### src/adcsp_consts.vh
/*
  Constants for the converter serial port and conversion control block.
  Assumes inclusion by bare name from the design files.
*/
`ifndef ADCSP_CONSTS_VH
`define ADCSP_CONSTS_VH

// ----------------------------------------
// Control word layout
// ----------------------------------------
`define ADCSP_CTRL_W          10
`define ADCSP_BIT_EXT_REF     0
`define ADCSP_BIT_SW_CONV     1
`define ADCSP_BIT_CHAN_LO     2
`define ADCSP_BIT_CHAN_HI     3
`define ADCSP_BIT_PAIRING     4
`define ADCSP_BIT_COMMON      5
`define ADCSP_BIT_PWR_LO      6
`define ADCSP_BIT_PWR_HI      7
`define ADCSP_BIT_ADDR        8
`define ADCSP_CTRL_RESET      10'h000

// ----------------------------------------
// Power mode codes
// ----------------------------------------
`define ADCSP_PWR_FULL_NOW    2'h0
`define ADCSP_PWR_PART_EOC    2'h1
`define ADCSP_PWR_FULL_EOC    2'h2
`define ADCSP_PWR_UP          2'h3

// ----------------------------------------
// Serial frame counts
// ----------------------------------------
`define ADCSP_WR_BITS         4'ha
`define ADCSP_WR_PULSES       4'hd
`define ADCSP_RD_RELEASE      4'hb
`define ADCSP_RES_W           10

// ----------------------------------------
// Conversion timing
// ----------------------------------------
`define ADCSP_CLK_MHZ         50
`define ADCSP_CONV_NS         2300
`define ADCSP_CONV_CYC        ((`ADCSP_CONV_NS * `ADCSP_CLK_MHZ) / 1000)

`endif

### src/adcsp_fifo.v
/*
  Small synchronous FIFO carrying conversion results to the serial port.
  Assumes one clock and an asynchronous active-low reset.
*/
`timescale 1ns/100ps
module adcsp_fifo #(
  parameter WIDTH = 10,
  parameter DEPTH = 4,
  parameter AW    = 2
) (
  // Clock and reset
  input  wire             core_clk_i,
  input  wire             arst_n_i,
  // Fill side
  input  wire             in_valid_i,
  output wire             in_ready_o,
  input  wire [WIDTH-1:0] in_data_i,
  // Drain side
  output wire             out_valid_o,
  input  wire             out_ready_i,
  output reg  [WIDTH-1:0] out_data_o
);

  reg [WIDTH-1:0] mem_reg [0:DEPTH-1];
  reg [AW-1:0]    wr_ptr_reg;
  reg [AW-1:0]    rd_ptr_reg;
  reg [AW:0]      count_reg;
  reg             out_valid_reg;
  wire            push;
  wire            pop_mem;
  wire            load_out;
  wire [AW:0]     used;

  // Output stage counts toward depth, so full means DEPTH words held
  assign used        = count_reg + {{AW{1'b0}}, out_valid_reg};
  assign in_ready_o  = (used != DEPTH[AW:0]);
  assign push        = in_valid_i & in_ready_o;
  assign out_valid_o = out_valid_reg;
  // Registered output stage refilled when empty or being taken
  assign load_out    = (~out_valid_reg | out_ready_i);
  assign pop_mem     = load_out & (count_reg != {(AW+1){1'b0}});

  always @(posedge core_clk_i)
  begin
    if (push)
      mem_reg[wr_ptr_reg] <= in_data_i;
  end

  always @(posedge core_clk_i or negedge arst_n_i)
  begin
    if (!arst_n_i)
    begin
      wr_ptr_reg    <= {AW{1'b0}};
      rd_ptr_reg    <= {AW{1'b0}};
      count_reg     <= {(AW+1){1'b0}};
      out_valid_reg <= 1'b0;
      out_data_o    <= {WIDTH{1'b0}};
    end
    else
    begin
      if (push)
        wr_ptr_reg <= wr_ptr_reg + {{(AW-1){1'b0}}, 1'b1};
      if (pop_mem)
      begin
        rd_ptr_reg <= rd_ptr_reg + {{(AW-1){1'b0}}, 1'b1};
        out_data_o <= mem_reg[rd_ptr_reg];
      end
      if (load_out)
        out_valid_reg <= pop_mem;
      if (push & ~pop_mem)
        count_reg <= count_reg + {{AW{1'b0}}, 1'b1};
      else if (pop_mem & ~push)
        count_reg <= count_reg - {{AW{1'b0}}, 1'b1};
    end
  end

endmodule // adcsp_fifo

### src/adcsp_top.v
/*
  Serial port and conversion control of a 10-bit sampling converter.
  Assumes the host drives shift clock, frame syncs and serial input
  asynchronously; all are synchronised to core_clk_i. The analog core
  returns a result word on conv_result_i when a conversion ends.
*/
// Operation
// [RL1] Control frame sync fall: shift control word in on next 10 clock falls.
// [RL2] Host gives 13 clock pulses per write; only first 10 bits kept.
// [RL3] Shift clock ignored until a rising read frame sync edge arms counter.
// [RL4] Bit counter cleared after each read; next read needs new sync edge.
// [RL5] Serial output changes on each rising shift clock edge.
// [RL6] Serial output released on rising edge of eleventh read clock pulse.
// [RL7] Serial input sampled on falling edges, output driven on rising edges.
// [RL8] Conversion trigger fall enters hold and starts a conversion; the code ignores it while the power code is full now.
// [RL9] Trigger level at end of conversion decides power-down.
// [RL10] Address pin combines with control word address bit for bus sharing.
// [RL11] Host sets external reference bit when external reference used.
// [RL12] Ten-bit write-only control word with documented field order.
// [RL13] Mismatching address discards word; only last addressed device drives.
// [RL14] Power codes: full now, partial at end, full at end, power up.
// [RL15] Control word resets to zero, leaving device fully powered down.
// [RL16] New control word applied only after its tenth bit is captured.
`timescale 1ns/100ps
`include "adcsp_consts.vh"
module adcsp_top #(
  parameter CTRL_W   = 10,
  parameter RES_W    = 10,
  parameter FIFO_D   = 4,
  parameter CONV_CYC = `ADCSP_CONV_CYC
) (
  // Clock and reset
  input  wire              core_clk_i,
  input  wire              arst_n_i,
  // Serial link pins
  input  wire              shift_clk_i,
  input  wire              control_frame_sync_i,
  input  wire              read_frame_sync_i,
  input  wire              serial_in_i,
  output reg               serial_out_o,
  output reg               serial_out_oe_n_o,
  // Conversion and address pins
  input  wire              conversion_trigger_i,
  input  wire              package_address_pin_i,
  // Analog core side
  input  wire [RES_W-1:0]  conv_result_i,
  output reg               track_hold_o,
  output reg               converting_o,
  output reg               full_power_down_o,
  output reg               partial_power_down_o,
  output reg               external_ref_select_o,
  output reg               channel_select_hi_o,
  output reg               channel_select_lo_o,
  output reg               input_pairing_select_o,
  output reg               common_input_select_o,
  // Status
  output wire              result_fifo_full_o
);

  // ----------------------------------------
  // Input synchronisers
  // ----------------------------------------
  reg [4:0] sync1_reg;
  reg [4:0] sync2_reg;
  reg [4:0] prev_reg;
  always @(posedge core_clk_i or negedge arst_n_i)
  begin
    if (!arst_n_i)
    begin
      sync1_reg <= 5'h1f;
      sync2_reg <= 5'h1f;
      prev_reg  <= 5'h1f;
    end
    else
    begin
      sync1_reg <= {shift_clk_i, control_frame_sync_i, read_frame_sync_i,
                    serial_in_i, conversion_trigger_i};
      sync2_reg <= sync1_reg;
      prev_reg  <= sync2_reg;
    end
  end

  wire sclk_s   = sync2_reg[4];
  wire din_s    = sync2_reg[1];
  wire trig_s   = sync2_reg[0];
  wire sclk_rise = sclk_s & ~prev_reg[4];
  wire sclk_fall = ~sclk_s & prev_reg[4];
  wire cfs_fall  = ~sync2_reg[3] & prev_reg[3];
  wire rfs_rise  = sync2_reg[2] & ~prev_reg[2];
  wire trig_fall = ~trig_s & prev_reg[0];

  // Address bit must match the strapped pin; pin synchronised like the rest
  reg [1:0] addr_sync_reg;
  always @(posedge core_clk_i or negedge arst_n_i)
  begin
    if (!arst_n_i)
      addr_sync_reg <= 2'h0;
    else
      addr_sync_reg <= {addr_sync_reg[0], package_address_pin_i};
  end

  // ----------------------------------------
  // Control word write
  // ----------------------------------------
  reg [CTRL_W-1:0] shift_in_reg;
  reg [CTRL_W-1:0] ctrl_reg;
  reg [3:0]        wr_cnt_reg;
  reg              wr_act_reg;
  reg              selected_reg;
  always @(posedge core_clk_i or negedge arst_n_i)
  begin
    if (!arst_n_i)
    begin
      shift_in_reg <= {CTRL_W{1'b0}};
      ctrl_reg     <= `ADCSP_CTRL_RESET; // RL15
      wr_cnt_reg   <= 4'h0;
      wr_act_reg   <= 1'b0;
      selected_reg <= 1'b0;
    end
    else if (cfs_fall)
    begin
      wr_act_reg <= 1'b1; // RL1
      wr_cnt_reg <= 4'h0;
    end
    else if (wr_act_reg & sclk_fall)
    begin
      wr_cnt_reg <= wr_cnt_reg + 4'h1;
      // Pulses 11 to 13 only finish the frame; bits dropped
      if (wr_cnt_reg < `ADCSP_WR_BITS) // RL2
        shift_in_reg <= {shift_in_reg[CTRL_W-2:0], din_s}; // RL7
      if (wr_cnt_reg == `ADCSP_WR_BITS - 4'h1)
      begin
        // Apply only once the tenth bit is in
        if (shift_in_reg[`ADCSP_BIT_ADDR-1] == addr_sync_reg[1]) // RL10
        begin
          ctrl_reg     <= {shift_in_reg[CTRL_W-2:0], din_s}; // RL16
          selected_reg <= 1'b1; // RL13
        end
        else
          selected_reg <= 1'b0; // RL13
      end
      if (wr_cnt_reg == `ADCSP_WR_PULSES - 4'h1)
        wr_act_reg <= 1'b0; // RL2
    end
  end

  wire [1:0] pwr_mode = {ctrl_reg[`ADCSP_BIT_PWR_HI], ctrl_reg[`ADCSP_BIT_PWR_LO]}; // RL12

  always @(posedge core_clk_i or negedge arst_n_i)
  begin
    if (!arst_n_i)
    begin
      external_ref_select_o  <= 1'b0;
      channel_select_hi_o    <= 1'b0;
      channel_select_lo_o    <= 1'b0;
      input_pairing_select_o <= 1'b0;
      common_input_select_o  <= 1'b0;
    end
    else
    begin
      external_ref_select_o  <= ctrl_reg[`ADCSP_BIT_EXT_REF]; // RL12
      channel_select_hi_o    <= ctrl_reg[`ADCSP_BIT_CHAN_HI];
      channel_select_lo_o    <= ctrl_reg[`ADCSP_BIT_CHAN_LO];
      input_pairing_select_o <= ctrl_reg[`ADCSP_BIT_PAIRING];
      common_input_select_o  <= ctrl_reg[`ADCSP_BIT_COMMON];
    end
  end

  // ----------------------------------------
  // Conversion control
  // ----------------------------------------
  localparam ST_IDLE = 3'b001;
  localparam ST_CONV = 3'b010;
  localparam ST_DOWN = 3'b100;

  reg [2:0]  state_reg;
  reg [11:0] conv_cnt_reg;
  reg        sw_start_reg;
  wire       fifo_in_ready;
  reg        push_reg;
  reg [RES_W-1:0] push_data_reg;

  // Software convert bit pulses once each time it goes from 0 to 1
  wire sw_conv = ctrl_reg[`ADCSP_BIT_SW_CONV] & ~sw_start_reg;
  wire start   = trig_fall | sw_conv; // RL8

  always @(posedge core_clk_i or negedge arst_n_i)
  begin
    if (!arst_n_i)
    begin
      state_reg            <= ST_DOWN;
      conv_cnt_reg         <= 12'h000;
      sw_start_reg         <= 1'b0;
      track_hold_o         <= 1'b0;
      converting_o         <= 1'b0;
      full_power_down_o    <= 1'b1; // RL15
      partial_power_down_o <= 1'b0;
      push_reg             <= 1'b0;
      push_data_reg        <= {RES_W{1'b0}};
    end
    else
    begin
      sw_start_reg <= ctrl_reg[`ADCSP_BIT_SW_CONV];
      if (push_reg & fifo_in_ready)
        push_reg <= 1'b0;
      case (state_reg)
        ST_IDLE, ST_DOWN:
        begin
          if (pwr_mode == `ADCSP_PWR_FULL_NOW) // RL14
          begin
            full_power_down_o    <= 1'b1;
            partial_power_down_o <= 1'b0;
            state_reg            <= ST_DOWN;
          end
          else if (start)
          begin
            // A start in any power mode but full-now wakes the core and enters hold
            full_power_down_o    <= 1'b0;
            partial_power_down_o <= 1'b0;
            track_hold_o         <= 1'b1; // RL8
            converting_o         <= 1'b1;
            conv_cnt_reg         <= CONV_CYC[11:0];
            state_reg            <= ST_CONV;
          end
          else if (pwr_mode == `ADCSP_PWR_UP) // RL14
          begin
            full_power_down_o    <= 1'b0;
            partial_power_down_o <= 1'b0;
            state_reg            <= ST_IDLE;
          end
        end
        ST_CONV:
        begin
          if (conv_cnt_reg > 12'h001)
            conv_cnt_reg <= conv_cnt_reg - 12'h001;
          else
          begin
            track_hold_o  <= 1'b0;
            converting_o  <= 1'b0;
            // Full FIFO drops newest result rather than stalling the core
            push_reg      <= fifo_in_ready;
            push_data_reg <= conv_result_i;
            // Trigger low at end selects power-down unless overridden
            if (pwr_mode == `ADCSP_PWR_FULL_NOW) // RL14
            begin
              full_power_down_o <= 1'b1;
              state_reg         <= ST_DOWN;
            end
            else if (~trig_s & (pwr_mode != `ADCSP_PWR_UP)) // RL9
            begin
              full_power_down_o    <= (pwr_mode == `ADCSP_PWR_FULL_EOC);
              partial_power_down_o <= (pwr_mode == `ADCSP_PWR_PART_EOC);
              state_reg            <= ST_DOWN;
            end
            else
              state_reg <= ST_IDLE;
          end
        end
        default:
          state_reg <= ST_DOWN;
      endcase
    end
  end

  // ----------------------------------------
  // Result buffer
  // ----------------------------------------
  wire             fifo_out_valid;
  wire [RES_W-1:0] fifo_out_data;
  reg              fifo_take;

  assign result_fifo_full_o = ~fifo_in_ready;

  adcsp_fifo #(
    .WIDTH (RES_W),
    .DEPTH (FIFO_D),
    .AW    (2)
  ) u_fifo (
    .core_clk_i  (core_clk_i),
    .arst_n_i    (arst_n_i),
    .in_valid_i  (push_reg),
    .in_ready_o  (fifo_in_ready),
    .in_data_i   (push_data_reg),
    .out_valid_o (fifo_out_valid),
    .out_ready_i (fifo_take),
    .out_data_o  (fifo_out_data)
  );

  // ----------------------------------------
  // Serial read
  // ----------------------------------------
  reg [RES_W-1:0] shift_out_reg;
  reg [3:0]       rd_cnt_reg;
  reg             rd_act_reg;
  always @*
  begin
    fifo_take = rfs_rise & selected_reg & fifo_out_valid;
  end

  always @(posedge core_clk_i or negedge arst_n_i)
  begin
    if (!arst_n_i)
    begin
      shift_out_reg     <= {RES_W{1'b0}};
      rd_cnt_reg        <= 4'h0;
      rd_act_reg        <= 1'b0;
      serial_out_o      <= 1'b0;
      serial_out_oe_n_o <= 1'b1;
    end
    else if (rfs_rise)
    begin
      rd_act_reg <= selected_reg; // RL3
      rd_cnt_reg <= 4'h0;
      if (fifo_take)
        shift_out_reg <= fifo_out_data;
      else
        shift_out_reg <= {RES_W{1'b0}};
    end
    else if (rd_act_reg & sclk_rise)
    begin
      rd_cnt_reg <= rd_cnt_reg + 4'h1;
      if (rd_cnt_reg == `ADCSP_RD_RELEASE - 4'h1)
      begin
        serial_out_oe_n_o <= 1'b1; // RL6
        rd_act_reg        <= 1'b0; // RL4
        rd_cnt_reg        <= 4'h0; // RL4
      end
      else
      begin
        serial_out_oe_n_o <= 1'b0;
        serial_out_o      <= shift_out_reg[RES_W-1]; // RL5
        shift_out_reg     <= {shift_out_reg[RES_W-2:0], 1'b0};
      end
    end
  end

endmodule // adcsp_top

### config.mk
export PLATFORM = sky130hd
export DESIGN_NAME = adcsp_top
export DESIGN_NICKNAME = d
export VERILOG_FILES = /design/src/adcsp_fifo.v /design/src/adcsp_top.v
export VERILOG_INCLUDE_DIRS = /design/src
export SDC_FILE = /design/constraint.sdc
export NUM_CORES = 1
export LEC_CHECK = 0
export ABC_AREA = 1
export BUFFER_PORTS_ARGS = -buffer_cell sky130_fd_sc_hd__buf_2
export CAP_MARGIN = 20
export CELL_PAD_IN_SITES_DETAIL_PLACEMENT = 0
export CELL_PAD_IN_SITES_GLOBAL_PLACEMENT = 1
export CORE_MARGIN = 2
export CORE_UTILIZATION = 52
export CTS_CLUSTER_DIAMETER = 80
export DETAILED_ROUTE_END_ITERATION = 8
export GPL_TIMING_DRIVEN = 0
export PLACE_DENSITY = 0.95
export SLEW_MARGIN = 5
export SYNTH_ARGS = -nofsm -noshare
export SYNTH_HDL_FRONTEND = slang
export SYNTH_SLANG_ARGS = --single-unit
### constraint.sdc
create_clock -name core_clk_i -period 3.6 [get_ports core_clk_i]
set_input_delay 0.18 -clock core_clk_i [delete_from_list [all_inputs] [get_ports core_clk_i]]
set_output_delay 0.18 -clock core_clk_i [all_outputs]
set_load 0.01 [all_outputs]
# Yosys cells after proc, flatten, opt, wreduce, memory -nomap -nowiden
# Memories as Yosys holds them, arrays and structs flattened. A register that Yosys moved wholly into a read port is not among the register bits.
# Index checks and enable logic that the tools add are counted.
# op_classes
add_sub_neg	8
multipliers	0
div_mod_pow	0
order_cmp	2
n_eq_ne	21
n_shift	0
n_mux	51
n_bitwise	31
n_reduce_logical	24
# op_table
operator	count
10-bit two-way mux	4
12-bit two-way mux	3
1-bit two-way mux	26
3-bit two-way mux	8
12-bit case mux with 2 select lines	1
4-bit two-way mux	5
2-bit != test (second input constant)	8
4-bit AND reduction	4
1-bit AND	15
1-bit NOT	14
4-bit equality test (second input constant)	3
12-bit by 1-bit > comparator with 1-bit output (second input constant)	1
2-bit AND reduction	6
2-bit nonzero test	6
12-bit by 1-bit subtractor with 12-bit output (second input constant)	1
3-bit AND reduction	3
4-bit by 1-bit adder with 4-bit output (second input constant)	2
3-bit != test (second input constant)	2
1-bit case mux with 2 select lines	3
3-bit case mux with 2 select lines	1
5-bit AND reduction	1
2-bit by 1-bit adder with 2-bit output (second input constant)	2
2-bit equality test (second input constant)	2
4-bit less-than comparator (second input constant)	1
other kinds (14)	15
# totals
regBits	99
latch_bits	0
mem_bits_rw	40
mem_bits_ro	0
output_inout_bits	12
word_cells	169
memories	1
# mem_list
memory	words	word_bits	read_ports	rd_clocked_by_memory_dff	write_ports	line	source
u_fifo.mem_reg	4	10	1	1	1	adcsp_fifo.v:24	reg [WIDTH-1:0] mem_reg [0:DEPTH-1];

# Logic depth before layout (Yosys ltp)
# depth
depth_word	9
mapped_depth	13
depth_no_buf	13

# By module
# From an unflattened synthesis, not the netlist that was laid out.
# unflattened
hier_cells	700
hier_area_um2	6560.0
# by_module_without_submodules
module	n_inst	cells_each	area_per_inst_um2
adcsp_top	1	440	3982.6
adcsp_fifo	1	260	2577.5

# Least setup slack after synthesis
# OpenSTA, ideal clock, no wires.
# synth_path
kind	reg2reg
start	register u_fifo.count_reg[0]
end	register u_fifo.count_reg[1]
setup_time_ns	0.125
t_arrival_ns	2.190
required_ns	3.475
path_slack_ns	1.285
stages_incl_launch_ff	11
n_path_buf	0
period_less_slack_ns	2.315
path_cell_list	dfrtp_1 ha_1 ha_1 nor2_1 nand3_1 nand2_1 inv_1 ha_1 inv_1 fa_1 mux2_2
# synth_between
elab_chain_cells	6
word_cells_on_any_way	14
# synth_lines
element	line	source
start: declaration	adcsp_fifo.v:27	reg [AW:0] count_reg;
start signal: assignment	adcsp_fifo.v:55	count_reg <= {(AW+1){1'b0}};
start signal: assignment	adcsp_fifo.v:71	count_reg <= count_reg + {{AW{1'b0}}, 1'b1};
start signal: assignment	adcsp_fifo.v:73	count_reg <= count_reg - {{AW{1'b0}}, 1'b1};
3-bit by 1-bit adder with 3-bit output *	adcsp_fifo.v:35	assign used = count_reg + {{AW{1'b0}}, out_valid_reg};
3-bit != test *	adcsp_fifo.v:36	assign in_ready_o = (used != DEPTH[AW:0]);
1-bit AND *	adcsp_fifo.v:37	assign push = in_valid_i & in_ready_o;
named net u_fifo.push	adcsp_fifo.v:29	wire push;
1-bit NOT	adcsp_fifo.v:72	else if (pop_mem & ~push)
1-bit AND	adcsp_fifo.v:72	
2-bit nonzero test (no line)	-	
# Mark *: on every way through the listed nets, which the timed path passes. The rest lies on a longest branch. The select of a mux whose other input is x is not followed.
# A chain may end at the register's enable or synchronous reset.

# Final worst setup path
# Same ends and word-level chain as after synthesis.

==> results.py <==
metrics = {
    "floorplanning": {
        "rows": 40,
        "fp.dieH_um": 114.0,
        "die-width_um": 114.0,
        "initial_core_util": 0.5287,
        "core_area_um2": 11910,
        "dieArea_um2": 13010,
        "boundaryPins": 30,
    },
    "placement": {
        "dpl_worst_slack_ns": 0.9985,
        "gp_congestion": 0.8166,
        "hpwl_um": 7631,
        "io_buffers": 29,
    },
    "global_routing": {
        "track_usage": 0.1987,
        "grt_max_degree": 69,
        "grt_pass1_wl_um": 20050,
        "grt-ovfl-total": 0,
        "grt_pass1_vias": 4415,
        "antenna_found_initial": 0,
    },
    "route": {
        "viasPerCell": 5.081,
        "drc": 0,
        "final_antenna_net_count": 0,
        "num_vias": 4375,
        "wl_met3_um": 462,
        "dr.first_iter.drc_count": 215,
        "routed_wirelength_um": 11460,
        "wl_per_cell_um": 13.31,
        "wl_met1_um": 4957,
        "wl_met2_um": 5831,
        "routed.top_layer": "met4",
        "first_pass_iters": 5,
    },
    "yosys": {
        "synth.area.top_cells": "dfrtp_1 (36%), edfxtp_1 (19%), nand2_1 (7.5%)",
        "synth_top_cell_by_area": "dfrtp_1",
        "synth.distinct_cells": 34,
        "syn_nets": 671,
        "synth-async-reset-ratio": 0.7297,
        "yosys_warnings": 0,
        "syn-cell-area_um2": 6297,
        "seq_area_frac_synth": 0.6233,
        "yosysTopAreaCellShare": 0.3616,
        "synth_edf_count": 40,
        "ys.flop_type": "dfrtp_1",
        "synth_area_per_cell_um2": 9.870,
        "syn_inst": 638,
        "ys_seq_elements": 148,
    },
    "flow_run": {
        "cap_violations": 0,
    },
    "power_and_ir_drop": {
        "power_per_cell_area_nw_per_um2": 495.8,
        "p_total_uw": 3668,
        "leakage_uw": 0.003547,
        "worst_ir_drop_vdd_mv": 0.4589,
    },
    "setup_path": {
        "crit_arrival_ns": 2.89,
        "worstPathMaxFanout": 6,
        "critPathLaunch": "u_fifo.count_reg[0]",
        "cp_slowest_cell": "dfrtp_1",
        "crit_chain": "ha_1 > ha_1 > nor2_1 > nand3_1 > nand2_1 > inv_1 > ha_1 > inv_1 > fa_1 > mux2_2",
        "end_kind": "flop",
        "required_ns": 3.90,
        "cp_slowest_stage_delay_ns": 0.44,
        "reg2reg_from": "u_fifo.count_reg[0]",
        "cp-start-kind": "flop",
        "crit_top_cell": "ha_1",
        "critPathKind": "flop to flop",
    },
    "hold_path": {
        "hp-start": "conv_result_i[6]",
        "min-delay-path-class": "primary input to flop",
    },
    "finish": {
        "area_delta_synth_final_pct": 17.48,
        "n_antenna_cell": 0,
        "register_area_um2": 3925,
        "nets": 734,
        "multiInputGateArea_um2": 1953,
        "fillCellCount": 983,
        "largest_reg_flops": 40,
        "drive_gt1_frac": 0.1583,
    },
    "clocking": {
        "clk_pin_slew_worst_paths_ns": 0.06,
        "cts.sinks": 148,
        "numCtsBuffers": 17,
        "clk_path_buf_depth": 2,
        "h-tree-depth": 4,
        "cts_tree": "built",
        "clock-root-buffer": "clkbuf_16",
        "cts_setup_buffers": 0,
        "cts_resized": 0,
        "insertion_delay_ns": 0.42,
    },
    "status": {
        "status": "finished, final reports clean",
    },
    "sta": {
        "rsz0062_at_grt": "false",
        "fin_tns_setup_ns": 0,
        "worst-slew-pin-transition_ns": 0.9685,
        "postLayoutSetupSlackWorst_ns": 1.016,
        "slew_headroom": 0.3520,
        "slew_viol_final": 0,
        "fin_hold_ws_ns": 0.02637,
        "period_share": 0.7176,
        "skew_ns": 0.008564,
        "hold_viol": 0,
        "setup-violations-final": 0,
        "fmax_ghz": 0.3871,
        "layout_min_cycle_time_ns": 2.584,
    },
}
[logic make-up after synthesis]
logic type                 synth area share
buffers and inverters               0.06656
adders and majority gates           0.03100
DFF                                  0.6233
and+or+nand+nor                      0.1576
xor gates and xnor gates            0.01669
AOI/OAI and AO/OA                    0.1031
muxes                              0.001788
[critical path, delay by kind of cell, from the launching register on]
| kind | cells | cell delay, ns |
|---|---|---|
| adders and majority gates | 4 | 1.08 |
| buffers and inverters | 2 | 0.21 |
| DFF | 1 | 0.44 |
| muxes | 1 | 0.27 |
| and+or+nand+nor | 3 | 0.46 |
[where the power goes]
group / internal, uW / switching [uW] / leakage, uW / total [uW]
clock: 1090 / 666 / 0.000279 / 1750
sequential: 1760 / 22.4 / 0.00185 / 1790
combinational: 47.7 / 82.2 / 0.00141 / 130
total: 2900 / 771 / 0.00355 / 3670
[path summary, 6_finish.rpt]
path / end / slack [ns] / depth (start not counted)
setup / recovery: u_fifo.count_reg[1] / 1.02 / 10
hold / removal: push_data_reg[6] / 0.03 / 3
setup reg to reg: u_fifo.count_reg[1] / 1.02 / 10
hold reg to reg: sync2_reg[4] / 0.36 / 0
max in group asynchronous: prev_reg[0] / 2.67 / 4
min in group asynchronous: rd_cnt_reg[1] / 0.29 / 3
[per-stage QoR]
step	instance area, um2	util	cells
after global placement	6626	0.5563	814
after CTS	7398	0.6211	861
final	7398	0.6211	861
after detailed placement	6676	0.5605	816
after global routing	7398	0.6211	861
after floorplan	6297	-	638
[cell usage in the layout, fill, tap and decap left out, drive strengths merged]
cell type	Yosys	layout
a21oi	8	8
and2	1	1
and3	1	1
buf	10	41
bufinv	0	3
clkbuf	8	27
clkinv	0	5
clkinvlp	0	4
dfrtp	91	91
dfstp	17	17
dlygate4sd3	0	13
edfxtp	40	40
fa	1	1
ha	14	14
inv	85	86
mux2	1	1
nand2	130	130
nand3	28	28
nand4	3	3
nor2	74	74
nor3	1	1
nor3b	1	1
o21a	1	1
o21ai	98	98
o22ai	13	13
xnor2	4	4
xor2	8	8
[cell type report]
class	instances	share of cell area
multi-input cells	387	0.2640
clock inverters	13	0.02148
well taps	147	0.02486
inverters	85	0.04313
repair buffers	44	0.04397
clock buffers	19	0.05852
flip-flops and latches	148	0.5305
plain buffers	18	0.01353
[synthesized netlist by cell type, types with 3 or more instances]
cell type and count:
nor2_2 4, o21ai_2 8, o21ai_1 13, inv_1 83, nand4_1 3, clkbuf_2 3, nand2_2 5, dfrtp_1 91
o21ai_0 77, xnor2_1 4, edfxtp_1 40, ha_1 14, nand2_1 125, nor2_1 68, dfstp_2 17, nand3_1 27
a21oi_1 8, buf_2 5, xor2_1 8, clkbuf_1 5, o22ai_1 13
[metal layers]
layer / vias to the layer above / GRT usage
met5: - / 0
li1: 2185 / -
met2: 86 / 0.3274
met3: 14 / 0.05845
met4: 0 / 0.09106
met1: 2090 / 0.2429
[what timing repair did]
action / 4_1_cts / 5_1_grt
hold endpoints to repair: 76 / 0
endpoints found under the setup margin: 0 / 0
hold buffers: 13 / 0
No activity file was read; power rests on OpenSTA's default activity.
